`src/core/fpa_pkg.sv`:
```
// constants and carrier types for the fire panel status annunciator
package fpa_pkg;
   // ==========================================================
   // clock and flash timing
   localparam int CLK_MHZ = 250;
   localparam int TICK_MS = 50;
   localparam int TICK_CYC = TICK_MS * CLK_MHZ * 1000;
   localparam int SLOW_PERIOD_MS = 2000;
   localparam int NORM_PERIOD_MS = 500;
   localparam int RAPID_TOGGLES_PER_S = 10;
   localparam int FAIL_HOLD_MS = 60000;
   localparam int SLOW_TICKS = SLOW_PERIOD_MS / TICK_MS;
   localparam int NORM_TICKS = NORM_PERIOD_MS / TICK_MS;
   localparam int RAPID_TICKS = 1000 / RAPID_TOGGLES_PER_S / TICK_MS;
   localparam int FAIL_HOLD_TICKS = FAIL_HOLD_MS / TICK_MS;
   localparam int NUM_ZONES = 8;

   // ==========================================================
   // register map (byte addresses) and fields
   localparam logic [3:0] REG_CFG = 4'h0;
   localparam logic [3:0] REG_ISO_LIMIT = 4'h4;
   localparam logic [3:0] REG_STATUS = 4'h8;
   localparam int CFG_MAF_ONLY = 0;
   localparam int CFG_SND_DIS = 1;
   localparam int CFG_DISC_MON = 2;
   localparam logic [2:0] CFG_RESET = 3'h5;
   localparam logic [7:0] ISO_LIMIT_RESET = 8'hFF;
   localparam int ST_LEDS = 0;
   localparam int ST_FAULT_SND = 7;
   localparam int ST_FAULT_TEXT = 8;
   localparam int ST_ALARM_SND = 9;
   localparam int ST_BATT_RUN = 10;
   localparam int ST_BATT_FAIL = 11;

   // ==========================================================
   // carriers
   typedef enum logic [2:0] {
      PAT_OFF, PAT_ON, PAT_SLOW, PAT_NORM, PAT_RAPID
   } fpa_pat_type;

   typedef struct packed {
      logic tick;
      logic slow;
      logic norm;
      logic rapid;
   } fpa_flash_type;

   typedef struct packed {
      logic bells;
      logic sysflt;
      logic chgr;
      logic mains;
      logic isolate;
      logic fault;
      logic alarm;
   } fpa_leds_type;
endpackage : fpa_pkg

```
`src/core/fpa_flash_gen.sv`:
```
// free-running flash timebase shared by every indicator except the mains led
`timescale 1ns/1ps
module fpa_flash_gen #(
   parameter int unsigned TICK_CYC = fpa_pkg::TICK_CYC
) (
   // clock and reset
   input wire logic clk_i,
   input wire logic rst_i,
   input wire logic ce_i,
   // patterns
   output fpa_pkg::fpa_flash_type flash_o
);
   localparam int PW = $clog2(TICK_CYC);

   typedef struct packed {
      logic [PW-1:0] pre;
      logic [5:0] slow_cnt;
      logic [3:0] norm_cnt;
      fpa_pkg::fpa_flash_type fl;
   } fpa_fg_state_type;

   fpa_fg_state_type st_reg, st_next;
   logic tick;

   // ==========================================================
   // one prescaler and two tick counters, so same patterns stay in phase
   assign tick = (st_reg.pre == PW'(TICK_CYC - 1));

   always_comb begin
      st_next = st_reg;
      st_next.fl.tick = tick;
      if (tick) begin
         st_next.pre = '0;
         if (st_reg.slow_cnt == 6'(fpa_pkg::SLOW_TICKS - 1)) begin
            st_next.slow_cnt = '0;
         end else begin
            st_next.slow_cnt = st_reg.slow_cnt + 6'h01;
         end
         if (st_reg.norm_cnt == 4'(fpa_pkg::NORM_TICKS - 1)) begin
            st_next.norm_cnt = '0;
         end else begin
            st_next.norm_cnt = st_reg.norm_cnt + 4'h1;
         end
      end else begin
         st_next.pre = st_reg.pre + PW'(1);
      end
      // on for the first half of each period
      st_next.fl.slow = (st_next.slow_cnt < 6'(fpa_pkg::SLOW_TICKS / 2));
      st_next.fl.norm = (st_next.norm_cnt < 4'(fpa_pkg::NORM_TICKS / 2));
      // slow period is a multiple of the rapid period, so rapid wraps cleanly
      st_next.fl.rapid = ((st_next.slow_cnt / 6'(fpa_pkg::RAPID_TICKS)) % 6'h02) == 6'h00;
   end

   always_ff @(posedge clk_i) begin
      if (rst_i) begin
         st_reg <= '0;
      end else if (ce_i) begin
         st_reg <= st_next;
      end
   end

   assign flash_o = st_reg.fl;
endmodule : fpa_flash_gen

```
`src/core/fpa_batt_test.sv`:
```
// battery test tracker: running, failed and the failure hold window
`timescale 1ns/1ps
module fpa_batt_test #(
   parameter int unsigned HOLD_TICKS = fpa_pkg::FAIL_HOLD_TICKS
) (
   // clock and reset
   input wire logic clk_i,
   input wire logic rst_i,
   input wire logic ce_i,
   input wire logic tick_i,
   // test events
   input wire logic start_i,
   input wire logic done_i,
   input wire logic pass_i,
   // state
   output logic running_o,
   output logic failed_o
);
   typedef enum logic [1:0] {BT_IDLE, BT_RUN, BT_FAIL} fpa_bt_state_type;

   typedef struct packed {
      fpa_bt_state_type fsm;
      logic [15:0] hold;
   } fpa_bt_type;

   fpa_bt_type st_reg, st_next;

   // ==========================================================
   // a failure shows for at most the hold window, then live state returns
   always_comb begin
      st_next = st_reg;
      unique case (st_reg.fsm)
         BT_IDLE: begin
            if (start_i) begin
               st_next.fsm = BT_RUN;
            end
         end
         BT_RUN: begin
            if (done_i) begin
               st_next.fsm = pass_i ? BT_IDLE : BT_FAIL;
               st_next.hold = '0;
            end
         end
         BT_FAIL: begin
            if (start_i) begin
               st_next.fsm = BT_RUN;
            end else if (tick_i) begin
               if (st_reg.hold == 16'(HOLD_TICKS - 1)) begin
                  st_next.fsm = BT_IDLE;
               end else begin
                  st_next.hold = st_reg.hold + 16'h0001;
               end
            end
         end
         default: st_next.fsm = BT_IDLE;
      endcase
   end

   always_ff @(posedge clk_i) begin
      if (rst_i) begin
         st_reg <= '{fsm: BT_IDLE, hold: 16'h0000};
      end else if (ce_i) begin
         st_reg <= st_next;
      end
   end

   assign running_o = (st_reg.fsm == BT_RUN);
   assign failed_o = (st_reg.fsm == BT_FAIL);
endmodule : fpa_batt_test

```
`src/core/fpa_annunciator.sv`:
```
// fire panel status annunciator: system leds, fault sounder, keypad reactions
//
// The implementer's own choices: register access over Wishbone and the address map.
`timescale 1ns/1ps
module fpa_annunciator #(
   parameter int unsigned NZ = fpa_pkg::NUM_ZONES,
   parameter int unsigned TICK_CYC = fpa_pkg::TICK_CYC,
   parameter int unsigned HOLD_TICKS = fpa_pkg::FAIL_HOLD_TICKS
) (
   // clock, reset, enable
   input wire logic clk_i,
   input wire logic rst_i,
   input wire logic ce_i,
   // wishbone slave
   input wire logic wb_cyc_i,
   input wire logic wb_stb_i,
   input wire logic wb_we_i,
   input wire logic [3:0] wb_adr_i,
   input wire logic [3:0] wb_sel_i,
   input wire logic [31:0] wb_dat_i,
   output logic [31:0] wb_dat_o,
   output logic wb_ack_o,
   // zone status
   input wire logic [NZ-1:0] zone_alarm_i,
   input wire logic [NZ-1:0] zone_master_alarm_group_i,
   input wire logic [NZ-1:0] zone_fault_i,
   input wire logic [NZ-1:0] zone_isolated_i,
   input wire logic point_isolated_i,
   // alarm list status
   input wire logic list_unack_i,
   input wire logic group_unplaced_unack_i,
   // power and battery
   input wire logic mains_ok_i,
   input wire logic charger_fault_i,
   input wire logic batt_low_i,
   input wire logic batt_disconnected_i,
   input wire logic batt_test_start_i,
   input wire logic batt_test_done_i,
   input wire logic batt_test_pass_i,
   // system and bells
   input wire logic system_fault_i,
   input wire logic db_download_i,
   input wire logic bells_local_iso_i,
   input wire logic bells_remote_silenced_i,
   input wire logic bells_ext_silenced_i,
   // keypad
   input wire logic key_base_display_i,
   input wire logic key_clear_i,
   input wire logic key_ack_i,
   input wire logic key_next_i,
   // indicators and sounders
   output fpa_pkg::fpa_leds_type leds_o,
   output logic fault_sounder_o,
   output logic alarm_sounder_o,
   output logic fault_text_o,
   output logic alarm_next_o
);
   // fault vector width: every zone plus battery low, system and charger
   localparam int FV = NZ + 3;

   typedef struct packed {
      logic ack;
      logic [31:0] rdata;
      logic [2:0] cfg;
      logic [7:0] iso_limit;
      logic [FV-1:0] fault_prev;
      logic unack_prev;
      logic fault_snd;
      logic fault_text;
      logic alarm_sil;
      logic next_pulse;
      fpa_pkg::fpa_leds_type leds;
   } fpa_main_type;

   fpa_main_type st_reg, st_next;
   fpa_pkg::fpa_flash_type flash;
   fpa_pkg::fpa_pat_type pat_alarm, pat_fault, pat_iso, pat_chgr;
   fpa_pkg::fpa_pat_type pat_sys, pat_bells;
   // battery test state from the tracker
   logic batt_running, batt_failed;
   logic [NZ-1:0] iso_in_range;
   logic [FV-1:0] fault_vec;
   logic new_fault, silence_key, bus_req, any_alarm;

   // ==========================================================
   // shared flash timebase
   fpa_flash_gen #(
      .TICK_CYC(TICK_CYC)
   ) u_flash (
      .clk_i(clk_i),
      .rst_i(rst_i),
      .ce_i(ce_i),
      .flash_o(flash)
   );

   // ==========================================================
   // battery test tracking
   fpa_batt_test #(
      .HOLD_TICKS(HOLD_TICKS)
   ) u_batt (
      .clk_i(clk_i),
      .rst_i(rst_i),
      .ce_i(ce_i),
      .tick_i(flash.tick),
      .start_i(batt_test_start_i),
      .done_i(batt_test_done_i),
      .pass_i(batt_test_pass_i),
      .running_o(batt_running),
      .failed_o(batt_failed)
   );

   // ==========================================================
   // pattern to led level
   function automatic logic pat_level(input fpa_pkg::fpa_pat_type p,
                                      input fpa_pkg::fpa_flash_type fl);
      logic lvl;
      lvl = 1'b0;
      unique case (p)
         fpa_pkg::PAT_OFF: lvl = 1'b0;
         fpa_pkg::PAT_ON: lvl = 1'b1;
         fpa_pkg::PAT_SLOW: lvl = fl.slow;
         fpa_pkg::PAT_NORM: lvl = fl.norm;
         fpa_pkg::PAT_RAPID: lvl = fl.rapid;
         default: lvl = 1'b0;
      endcase
      return lvl;
   endfunction : pat_level

   // ==========================================================
   // zone qualification, one term per zone
   for (genvar z = 0; z < NZ; z++) begin : g_zone
      assign iso_in_range[z] = zone_isolated_i[z] &&
                               (32'(z + 1) <= {24'h000000, st_reg.iso_limit});
   end

   // alarm ignores isolation; group filter only when configured
   assign any_alarm = st_reg.cfg[fpa_pkg::CFG_MAF_ONLY] ?
                      |(zone_alarm_i & zone_master_alarm_group_i) :
                      |zone_alarm_i;

   // ==========================================================
   // led pattern selection, flashing checked before steady
   always_comb begin
      // alarm
      if (list_unack_i || group_unplaced_unack_i) begin
         pat_alarm = fpa_pkg::PAT_NORM;
      end else if (any_alarm) begin
         pat_alarm = fpa_pkg::PAT_ON;
      end else begin
         pat_alarm = fpa_pkg::PAT_OFF;
      end
      // zone fault, isolation not considered
      pat_fault = (|zone_fault_i) ? fpa_pkg::PAT_ON : fpa_pkg::PAT_OFF;
      // isolate
      if (point_isolated_i) begin
         pat_iso = fpa_pkg::PAT_NORM;
      end else if (|iso_in_range) begin
         pat_iso = fpa_pkg::PAT_ON;
      end else begin
         pat_iso = fpa_pkg::PAT_OFF;
      end
      // charger and battery; mains loss alone is not an input here
      if (batt_running) begin
         pat_chgr = fpa_pkg::PAT_RAPID;
      end else if (batt_low_i || batt_failed ||
                   (batt_disconnected_i && st_reg.cfg[fpa_pkg::CFG_DISC_MON])) begin
         pat_chgr = fpa_pkg::PAT_NORM;
      end else if (charger_fault_i) begin
         pat_chgr = fpa_pkg::PAT_ON;
      end else begin
         pat_chgr = fpa_pkg::PAT_OFF;
      end
      // system fault
      if (db_download_i) begin
         pat_sys = fpa_pkg::PAT_SLOW;
      end else if (system_fault_i) begin
         pat_sys = fpa_pkg::PAT_ON;
      end else begin
         pat_sys = fpa_pkg::PAT_OFF;
      end
      // bells: local external switch, then remote, then local isolate
      if (bells_ext_silenced_i) begin
         pat_bells = fpa_pkg::PAT_NORM;
      end else if (bells_remote_silenced_i) begin
         pat_bells = fpa_pkg::PAT_SLOW;
      end else if (bells_local_iso_i) begin
         pat_bells = fpa_pkg::PAT_ON;
      end else begin
         pat_bells = fpa_pkg::PAT_OFF;
      end
   end

   // ==========================================================
   // fault events: any zone, battery low, system or charger fault that newly appears
   assign fault_vec = {charger_fault_i, system_fault_i, batt_low_i, zone_fault_i};
   assign new_fault = |(fault_vec & ~st_reg.fault_prev);
   assign silence_key = key_clear_i || key_ack_i;
   assign bus_req = wb_cyc_i && wb_stb_i;

   // ==========================================================
   // next state: bus slave, sounders, text, led registers
   always_comb begin
      st_next = st_reg;
      // previous samples for edge detection; reset to zero, so a fault
      // already present at release counts as new and sounds at once
      st_next.fault_prev = fault_vec;
      st_next.unack_prev = list_unack_i;
      st_next.next_pulse = key_next_i;

      // fault sounder: a fresh fault wins over a same-cycle silence
      if (new_fault && !st_reg.cfg[fpa_pkg::CFG_SND_DIS]) begin
         st_next.fault_snd = 1'b1;
      end else if (silence_key) begin
         st_next.fault_snd = 1'b0;
      end
      if (st_reg.cfg[fpa_pkg::CFG_SND_DIS]) begin
         st_next.fault_snd = 1'b0;
      end

      // fault text leaves together with the sounder silence
      if (new_fault && key_base_display_i) begin
         st_next.fault_text = 1'b1;
      end else if (silence_key) begin
         st_next.fault_text = 1'b0;
      end

      // internal alarm sounder silenced by next, re-armed by a new alarm
      if (list_unack_i && !st_reg.unack_prev) begin
         st_next.alarm_sil = 1'b0;
      end else if (key_next_i) begin
         st_next.alarm_sil = 1'b1;
      end

      // led levels sampled from the same flash phase, except mains, which follows mains_ok_i
      st_next.leds.alarm = pat_level(pat_alarm, flash);
      st_next.leds.fault = pat_level(pat_fault, flash);
      st_next.leds.isolate = pat_level(pat_iso, flash);
      st_next.leds.mains = mains_ok_i;
      st_next.leds.chgr = pat_level(pat_chgr, flash);
      st_next.leds.sysflt = pat_level(pat_sys, flash);
      st_next.leds.bells = pat_level(pat_bells, flash);

      // wishbone: ack one cycle after the strobe, dropped the next cycle
      // ack blocks a take only in the ack cycle, so a held request is served again every second cycle
      st_next.ack = bus_req && !st_reg.ack;
      if (bus_req && !st_reg.ack) begin
         st_next.rdata = 32'h00000000;
         if (wb_we_i) begin
            unique case (wb_adr_i)
               fpa_pkg::REG_CFG: begin
                  if (wb_sel_i[0]) begin
                     st_next.cfg = wb_dat_i[2:0];
                  end
               end
               fpa_pkg::REG_ISO_LIMIT: begin
                  if (wb_sel_i[0]) begin
                     st_next.iso_limit = wb_dat_i[7:0];
                  end
               end
               default: ; // status and unmapped writes are ignored
            endcase
         end else begin
            unique case (wb_adr_i)
               fpa_pkg::REG_CFG: st_next.rdata = {29'h00000000, st_reg.cfg};
               fpa_pkg::REG_ISO_LIMIT: st_next.rdata = {24'h000000, st_reg.iso_limit};
               fpa_pkg::REG_STATUS: begin
                  st_next.rdata[fpa_pkg::ST_LEDS +: 7] = st_reg.leds;
                  st_next.rdata[fpa_pkg::ST_FAULT_SND] = st_reg.fault_snd;
                  st_next.rdata[fpa_pkg::ST_FAULT_TEXT] = st_reg.fault_text;
                  st_next.rdata[fpa_pkg::ST_ALARM_SND] = alarm_sounder_o;
                  st_next.rdata[fpa_pkg::ST_BATT_RUN] = batt_running;
                  st_next.rdata[fpa_pkg::ST_BATT_FAIL] = batt_failed;
               end
               default: st_next.rdata = 32'h00000000;
            endcase
         end
      end
   end

   // ==========================================================
   // state register; clock enable freezes everything
   always_ff @(posedge clk_i) begin
      if (rst_i) begin
         st_reg <= '0;
         // configuration and limit come up at their power-on values
         st_reg.cfg <= fpa_pkg::CFG_RESET;
         st_reg.iso_limit <= fpa_pkg::ISO_LIMIT_RESET;
      end else if (ce_i) begin
         st_reg <= st_next;
      end
   end

   // ==========================================================
   // outputs; alarm sounder pulses while unacknowledged and not silenced
   assign wb_ack_o = st_reg.ack;
   assign wb_dat_o = st_reg.rdata;
   assign leds_o = st_reg.leds;
   assign fault_sounder_o = st_reg.fault_snd;
   assign fault_text_o = st_reg.fault_text;
   assign alarm_next_o = st_reg.next_pulse;
   // combinational so the tone tracks the list state with no extra lag
   assign alarm_sounder_o = list_unack_i && !st_reg.alarm_sil && flash.norm;
endmodule : fpa_annunciator

```
`config.mk`:
```
export PLATFORM = sky130hd
export DESIGN_NAME = fpa_annunciator
export DESIGN_NICKNAME = d
export VERILOG_FILES = /design/src/core/fpa_pkg.sv /design/src/core/fpa_flash_gen.sv /design/src/core/fpa_batt_test.sv /design/src/core/fpa_annunciator.sv
export SDC_FILE = /design/constraint.sdc
export NUM_CORES = 1
export LEC_CHECK = 0
export BUFFER_PORTS_ARGS = -buffer_cell sky130_fd_sc_hd__buf_2
export CELL_PAD_IN_SITES_DETAIL_PLACEMENT = 0
export CELL_PAD_IN_SITES_GLOBAL_PLACEMENT = 1
export CORE_ASPECT_RATIO = 1.4
export CORE_UTILIZATION = 30
export DETAILED_ROUTE_END_ITERATION = 8
export PLACE_DENSITY_LB_ADDON = 0.1
export SETUP_SLACK_MARGIN = 0.1
export SKIP_LAST_GASP = 1
export SLEW_MARGIN = 20
export SYNTH_ARGS = -nofsm -noshare
export SYNTH_HDL_FRONTEND = slang
export SYNTH_SLANG_ARGS = --single-unit
export TNS_END_PERCENT = 50
```
`constraint.sdc`:
```
create_clock -name clk_i -period 3.55 [get_ports clk_i]
set_input_delay 1.065 -clock clk_i [delete_from_list [all_inputs] [get_ports clk_i]]
set_output_delay 1.065 -clock clk_i [all_outputs]
set_load 0.1 [all_outputs]
```
Yosys cells after proc, flatten, opt, wreduce, memory -nomap -nowiden
Index checks and enable logic that the tools add are counted.
- flip-flop bits (word level): 123
- input bits: 97
- output and inout bits: 44
- word-level logic and storage cells: 168
- $add $sub $neg: 4
- order comparisons: 10
- eq/ne operators: 39
- mux-type cells: 42
- bitwise gates (word level): 3
- reductions and logical operators: 44
- operator list (operator ; number):
    $mux W18 ; 2
    $pmux W12 S3 ; 1
    $le A3 B8 Y1 const A ; 4
    $mux W16 ; 2
    $pmux W16 S2 ; 1
    $reduce_or A8 Y1 ; 4
    $eq A3 B2 Y1 const B ; 10
    $add A24 B1 Y24 const B ; 1
    $eq A24 B24 Y1 const B ; 1
    $mux W24 ; 1
    $pmux W1 S4 ; 6
    $mux W2 ; 10
    $add A16 B1 Y16 const B ; 1
    $eq A16 B11 Y1 const B ; 1
    $le A2 B8 Y1 const A ; 2
    $logic_and A1 B1 Y1 ; 16
    $eq A3 B1 Y1 const B ; 5
    $eq A3 B3 Y1 const B ; 5
    $reduce_and A5 Y1 ; 3
    $mux W1 ; 13
    $mux W12 ; 1
    $and A11 B11 Y11 ; 1
    $not A11 Y11 ; 1
    $reduce_or A11 Y1 ; 1
    32 further kinds ; 49

Logic depth before layout (Yosys ltp)
- depth after elaboration: 7
- gate-level depth with buffers: 8

Hierarchy
Synthesis repeated with hierarchy kept, for this count alone.
- cells, all modules: 642
- area total of the unflattened synthesis: 5502.8 µm²
- by module, submodules not included (module ; instances ; cells an instance ; area an instance (µm²) ; sequential area each (µm²)):
    fpa_annunciator ; 1 ; 279 ; 2489.9 ; 940.9
    fpa_flash_gen ; 1 ; 237 ; 1974.4 ; 760.7
    fpa_batt_test ; 1 ; 126 ; 1038.5 ; 360.3

Worst setup path after synthesis
Ideal clock, no wire load.
- kind: input-to-output
- start: input list_unack_i
- end: output alarm_sounder_o
- arrival time: 2.388 ns
- data required time: 2.485 ns
- slack: 0.097 ns
- stages on the path: 2
- buffers on the path: 0
- cells stage by stage: nand2_1 nor2_1
- cells in the longest elaborated chain, start to end: 2
- RTL lines (item ; line ; source):
    start: declaration ; fpa_annunciator.sv:30 ; input wire logic list_unack_i,
    $logic_and A1 B1 Y1 (2 in a row) ; fpa_annunciator.sv:302 ; assign alarm_sounder_o = list_unack_i && !st_reg.alarm_sil && flash.norm;
    end: declaration ; fpa_annunciator.sv:54 ; output logic alarm_sounder_o,
No other way between the ends.

Worst setup path in the final report
Ends and elaborated chain as after synthesis.

==> metrics <==
run status complete, no violations; final wirelength 13.9 mm; average instance area after synthesis 8.46 um^2; number of buffers inserted during clock tree synthesis 9; reported leakage power 2.40 nW; DR iter-0 viols 254; Placeable Area ~17,000 um^2; adder-cell area share of the yosys netlist 0.00697; element type at the critical path end output port; Seq pwr share 0.458; remaining number of nets flagged by the antenna check after routing 0; power per standard cell area around 430 nW/um^2; total internal power roughly 1.9 mW; Worst Hold Depth 2; maximum number of pins on one net before global-route repair 49; I/O pin count 141; number of remaining DRC errors 0; crit path launch type primary input; filler cell count 1,856; synthesized area 5390 um^2; first drt pass iteration count 4; main combinational cell family by area after synthesis simple AND/OR/NAND/NOR gates; Logic pwr share 0.131; Switching Fraction 0.275; maximum fanout encountered on the critical timing path 4; mux share of post-synthesis cell area 0.0632; part of the Yosys area used for sequential elements 0.383; Fin Clk Skew 0.0108 ns; final global-route overflow total 0; Total Die Area roughly 19,000 um^2; fraction of layout instances using a drive strength above 1 0.183; final cycle utilization of the critical path 0.818; antenna fix cells 0; vias about 4,600; number of placement rows 57; area share of xor/xnor cells in the synthesized design 0.0439; horizontal die dimension 115 um; number of antenna violations at the first check in global routing 0; Total Nets Final 797; Setup Buffers After CTS 0; global-route total usage across every layer 0.155; Critical Path RT approximately 2.5 ns; upper clock frequency limit 344 MHz; depth of the worst register-to-register path 6; total of flip-flops plus latches after synthesis between 100 and 150; worst slew slack as a fraction of its limit 0.285; number of enable flip-flop cells after synthesis 0; clock network fraction of total power 0.411; final setup TNS 0 ns; Switching Power 720 uW; Port Buf Inserts 93; cell count after synthesis 637; wire length per cell after detailed routing 14.8 um; peak ir drop on the vdd network 0.000207 V; global-route wire length before repair 22.5 mm; Largest register FFs 34; core occupancy in the finished layout 0.352; number of buffers between clock root and the deepest sink 2; number of distinct library cells after synthesis 70; root buffer cell clkbuf_16; chip height about 160 um; Layout area overhead 14.3%; critical path class in2out; global placer's final weighted congestion 0.757; TritonCTS clock tree done; yosys synthesis warning count 0; DPL Wire Length 10.2 mm; vias in the first global route 4,479; Clk pin slew, worst setup/hold paths 0.07 ns; number of slew-limit violations in the final report 0; Resized cells post-CTS 0; Post-Layout Inst Area 6160 um^2; slew of the pin with the lowest slew margin 1.06 ns; htree depth 3; final count of negative-setup-slack endpoints 0; post-synthesis compound-gate area fraction 0.151; hold buffer count at cts 0; clk sinks 103; clock latency on the worst-skew pair roughly 0.34 ns; class of the tightest hold or removal check reg2reg; Worst Path Arrival 1.84 ns; detailed-route vias per instance about 4.9; most used flip-flop cell after synthesis dfxtp_1; Initial Utilization 0.308; clock period minus final worst setup slack 2.90 ns; proportion of synthesized flip-flops having asynchronous set or reset 0; reported max-cap violation count 0; post-synthesis simple-gate area fraction 0.258; RSZ-0062 raised after global routing no; placed cell area 5840 um^2; number of hold violations in the final report 0
[per-layer routing]
layer  up-vias  track usage  wire (um)
li1       2340            -          -
met1      2132        0.181       6110
met2        94        0.284       7130
met3         8       0.0298        536
met4         0       0.0372        125
met5         -            0          0
[cell usage after synthesis (4+ instances only)]
cell / n / area [um^2]
o31ai_1: 7 / 52.6
xnor2_1: 21 / 184
xor2_1: 6 / 52.6
and3_1: 5 / 31.3
nand3_1: 16 / 80.1
buf_2: 4 / 20.0
or4_1: 8 / 60.1
nor3_1: 12 / 60.1
inv_1: 22 / 82.6
nor2b_1: 13 / 81.3
dfxtp_1: 103 / 2060
a211oi_1: 4 / 30.0
a31oi_1: 5 / 31.3
a311oi_1: 5 / 43.8
nand4_1: 11 / 68.8
or3_1: 4 / 25.0
clkbuf_1: 24 / 90.1
a41o_1: 5 / 50.1
o21ai_0: 13 / 65.1
nand2b_1: 7 / 43.8
a22oi_1: 12 / 90.1
a22o_1: 6 / 52.6
nor2_1: 83 / 312
nor4_1: 15 / 93.8
buf_4: 40 / 300
and2_1: 6 / 37.5
nand2_1: 58 / 218
mux2i_1: 34 / 340
a21oi_1: 24 / 120
[final timing paths]
| kind | from | end | slack [ns] |
|---|---|---|---|
| min | st_reg[11]$_SDFFE_PP0P_ | st_reg[11]$_SDFFE_PP0P_ | 0.46 |
| min reg2reg | st_reg[11]$_SDFFE_PP0P_ | st_reg[11]$_SDFFE_PP0P_ | 0.46 |
| max | list_unack_i | alarm_sounder_o | 0.65 |
| max reg2reg | u_batt.st_reg[0]$_SDFFE_PP0P_ | u_batt.st_reg[8]$_SDFFE_PP0P_ | 0.92 |
[power groups by stage]
stage,registers (mW),logic (mW),clock network [mW]
6_report,1.20,0.342,1.08
2_1_floorplan,1.24,0.270,0
3_3_place_gp,1.23,0.343,0
5_1_grt,1.20,0.367,1.17
4_1_cts,1.20,0.346,1.11
3_5_place_dp,1.23,0.345,0
[logic make-up after synthesis]
kind of cell | count (synthesis)
other | 1
xor gates and xnor gates | 27
buffers and inverters | 91
DFF | 103
muxes | 34
AOI/OAI and AO/OA | 112
and+or+nand+nor | 266
adders and majority gates | 3
[critical path, stage by stage]
cell	delay [ns]
buf_2	0.14
nand2_1	0.07
nor2_2	0.12
buf_2	0.44
[through the flow]
step                cells  setup slack [ns]  hold WS (ns)  power (mW)
floorplan             656             0.573         0.437        1.51
global placement      922             0.634         0.446        1.57
detailed placement    922             0.602         0.447        1.57
CTS                   937             0.634         0.456        2.66
global route          937             0.573         0.475        2.74
finish                937             0.645         0.455        2.62
[placed cells by master (no fill, tap or decap), types with 7 or more instances in the layout]
cell type  count
buf_2         93
dfxtp_1      103
nor4_1        15
o31ai_1        7
nand4_1       11
mux2i_1       34
a22oi_1       12
xnor2_1       21
o21ai_0       13
inv_1         22
nand3_1       16
nand2_1       58
nor3_1        12
nor2b_1       13
or4_1          8
clkbuf_16      9
nand2b_1       7
nor2_1        82
a21oi_1       24
conb_1        20
[layout make-up]
cell class,instances,area (um^2),share of cell area
timing repair buffer,99,510,0.0829
clock inverter,3,67.6,0.0110
tap,236,295,0.0480
multi-input combinational,462,2890,0.470
sequential,103,2060,0.335
clock buffer,12,246,0.0400
inverter,22,82.6,0.0134
No activity file was read; power rests on OpenSTA's default activity.
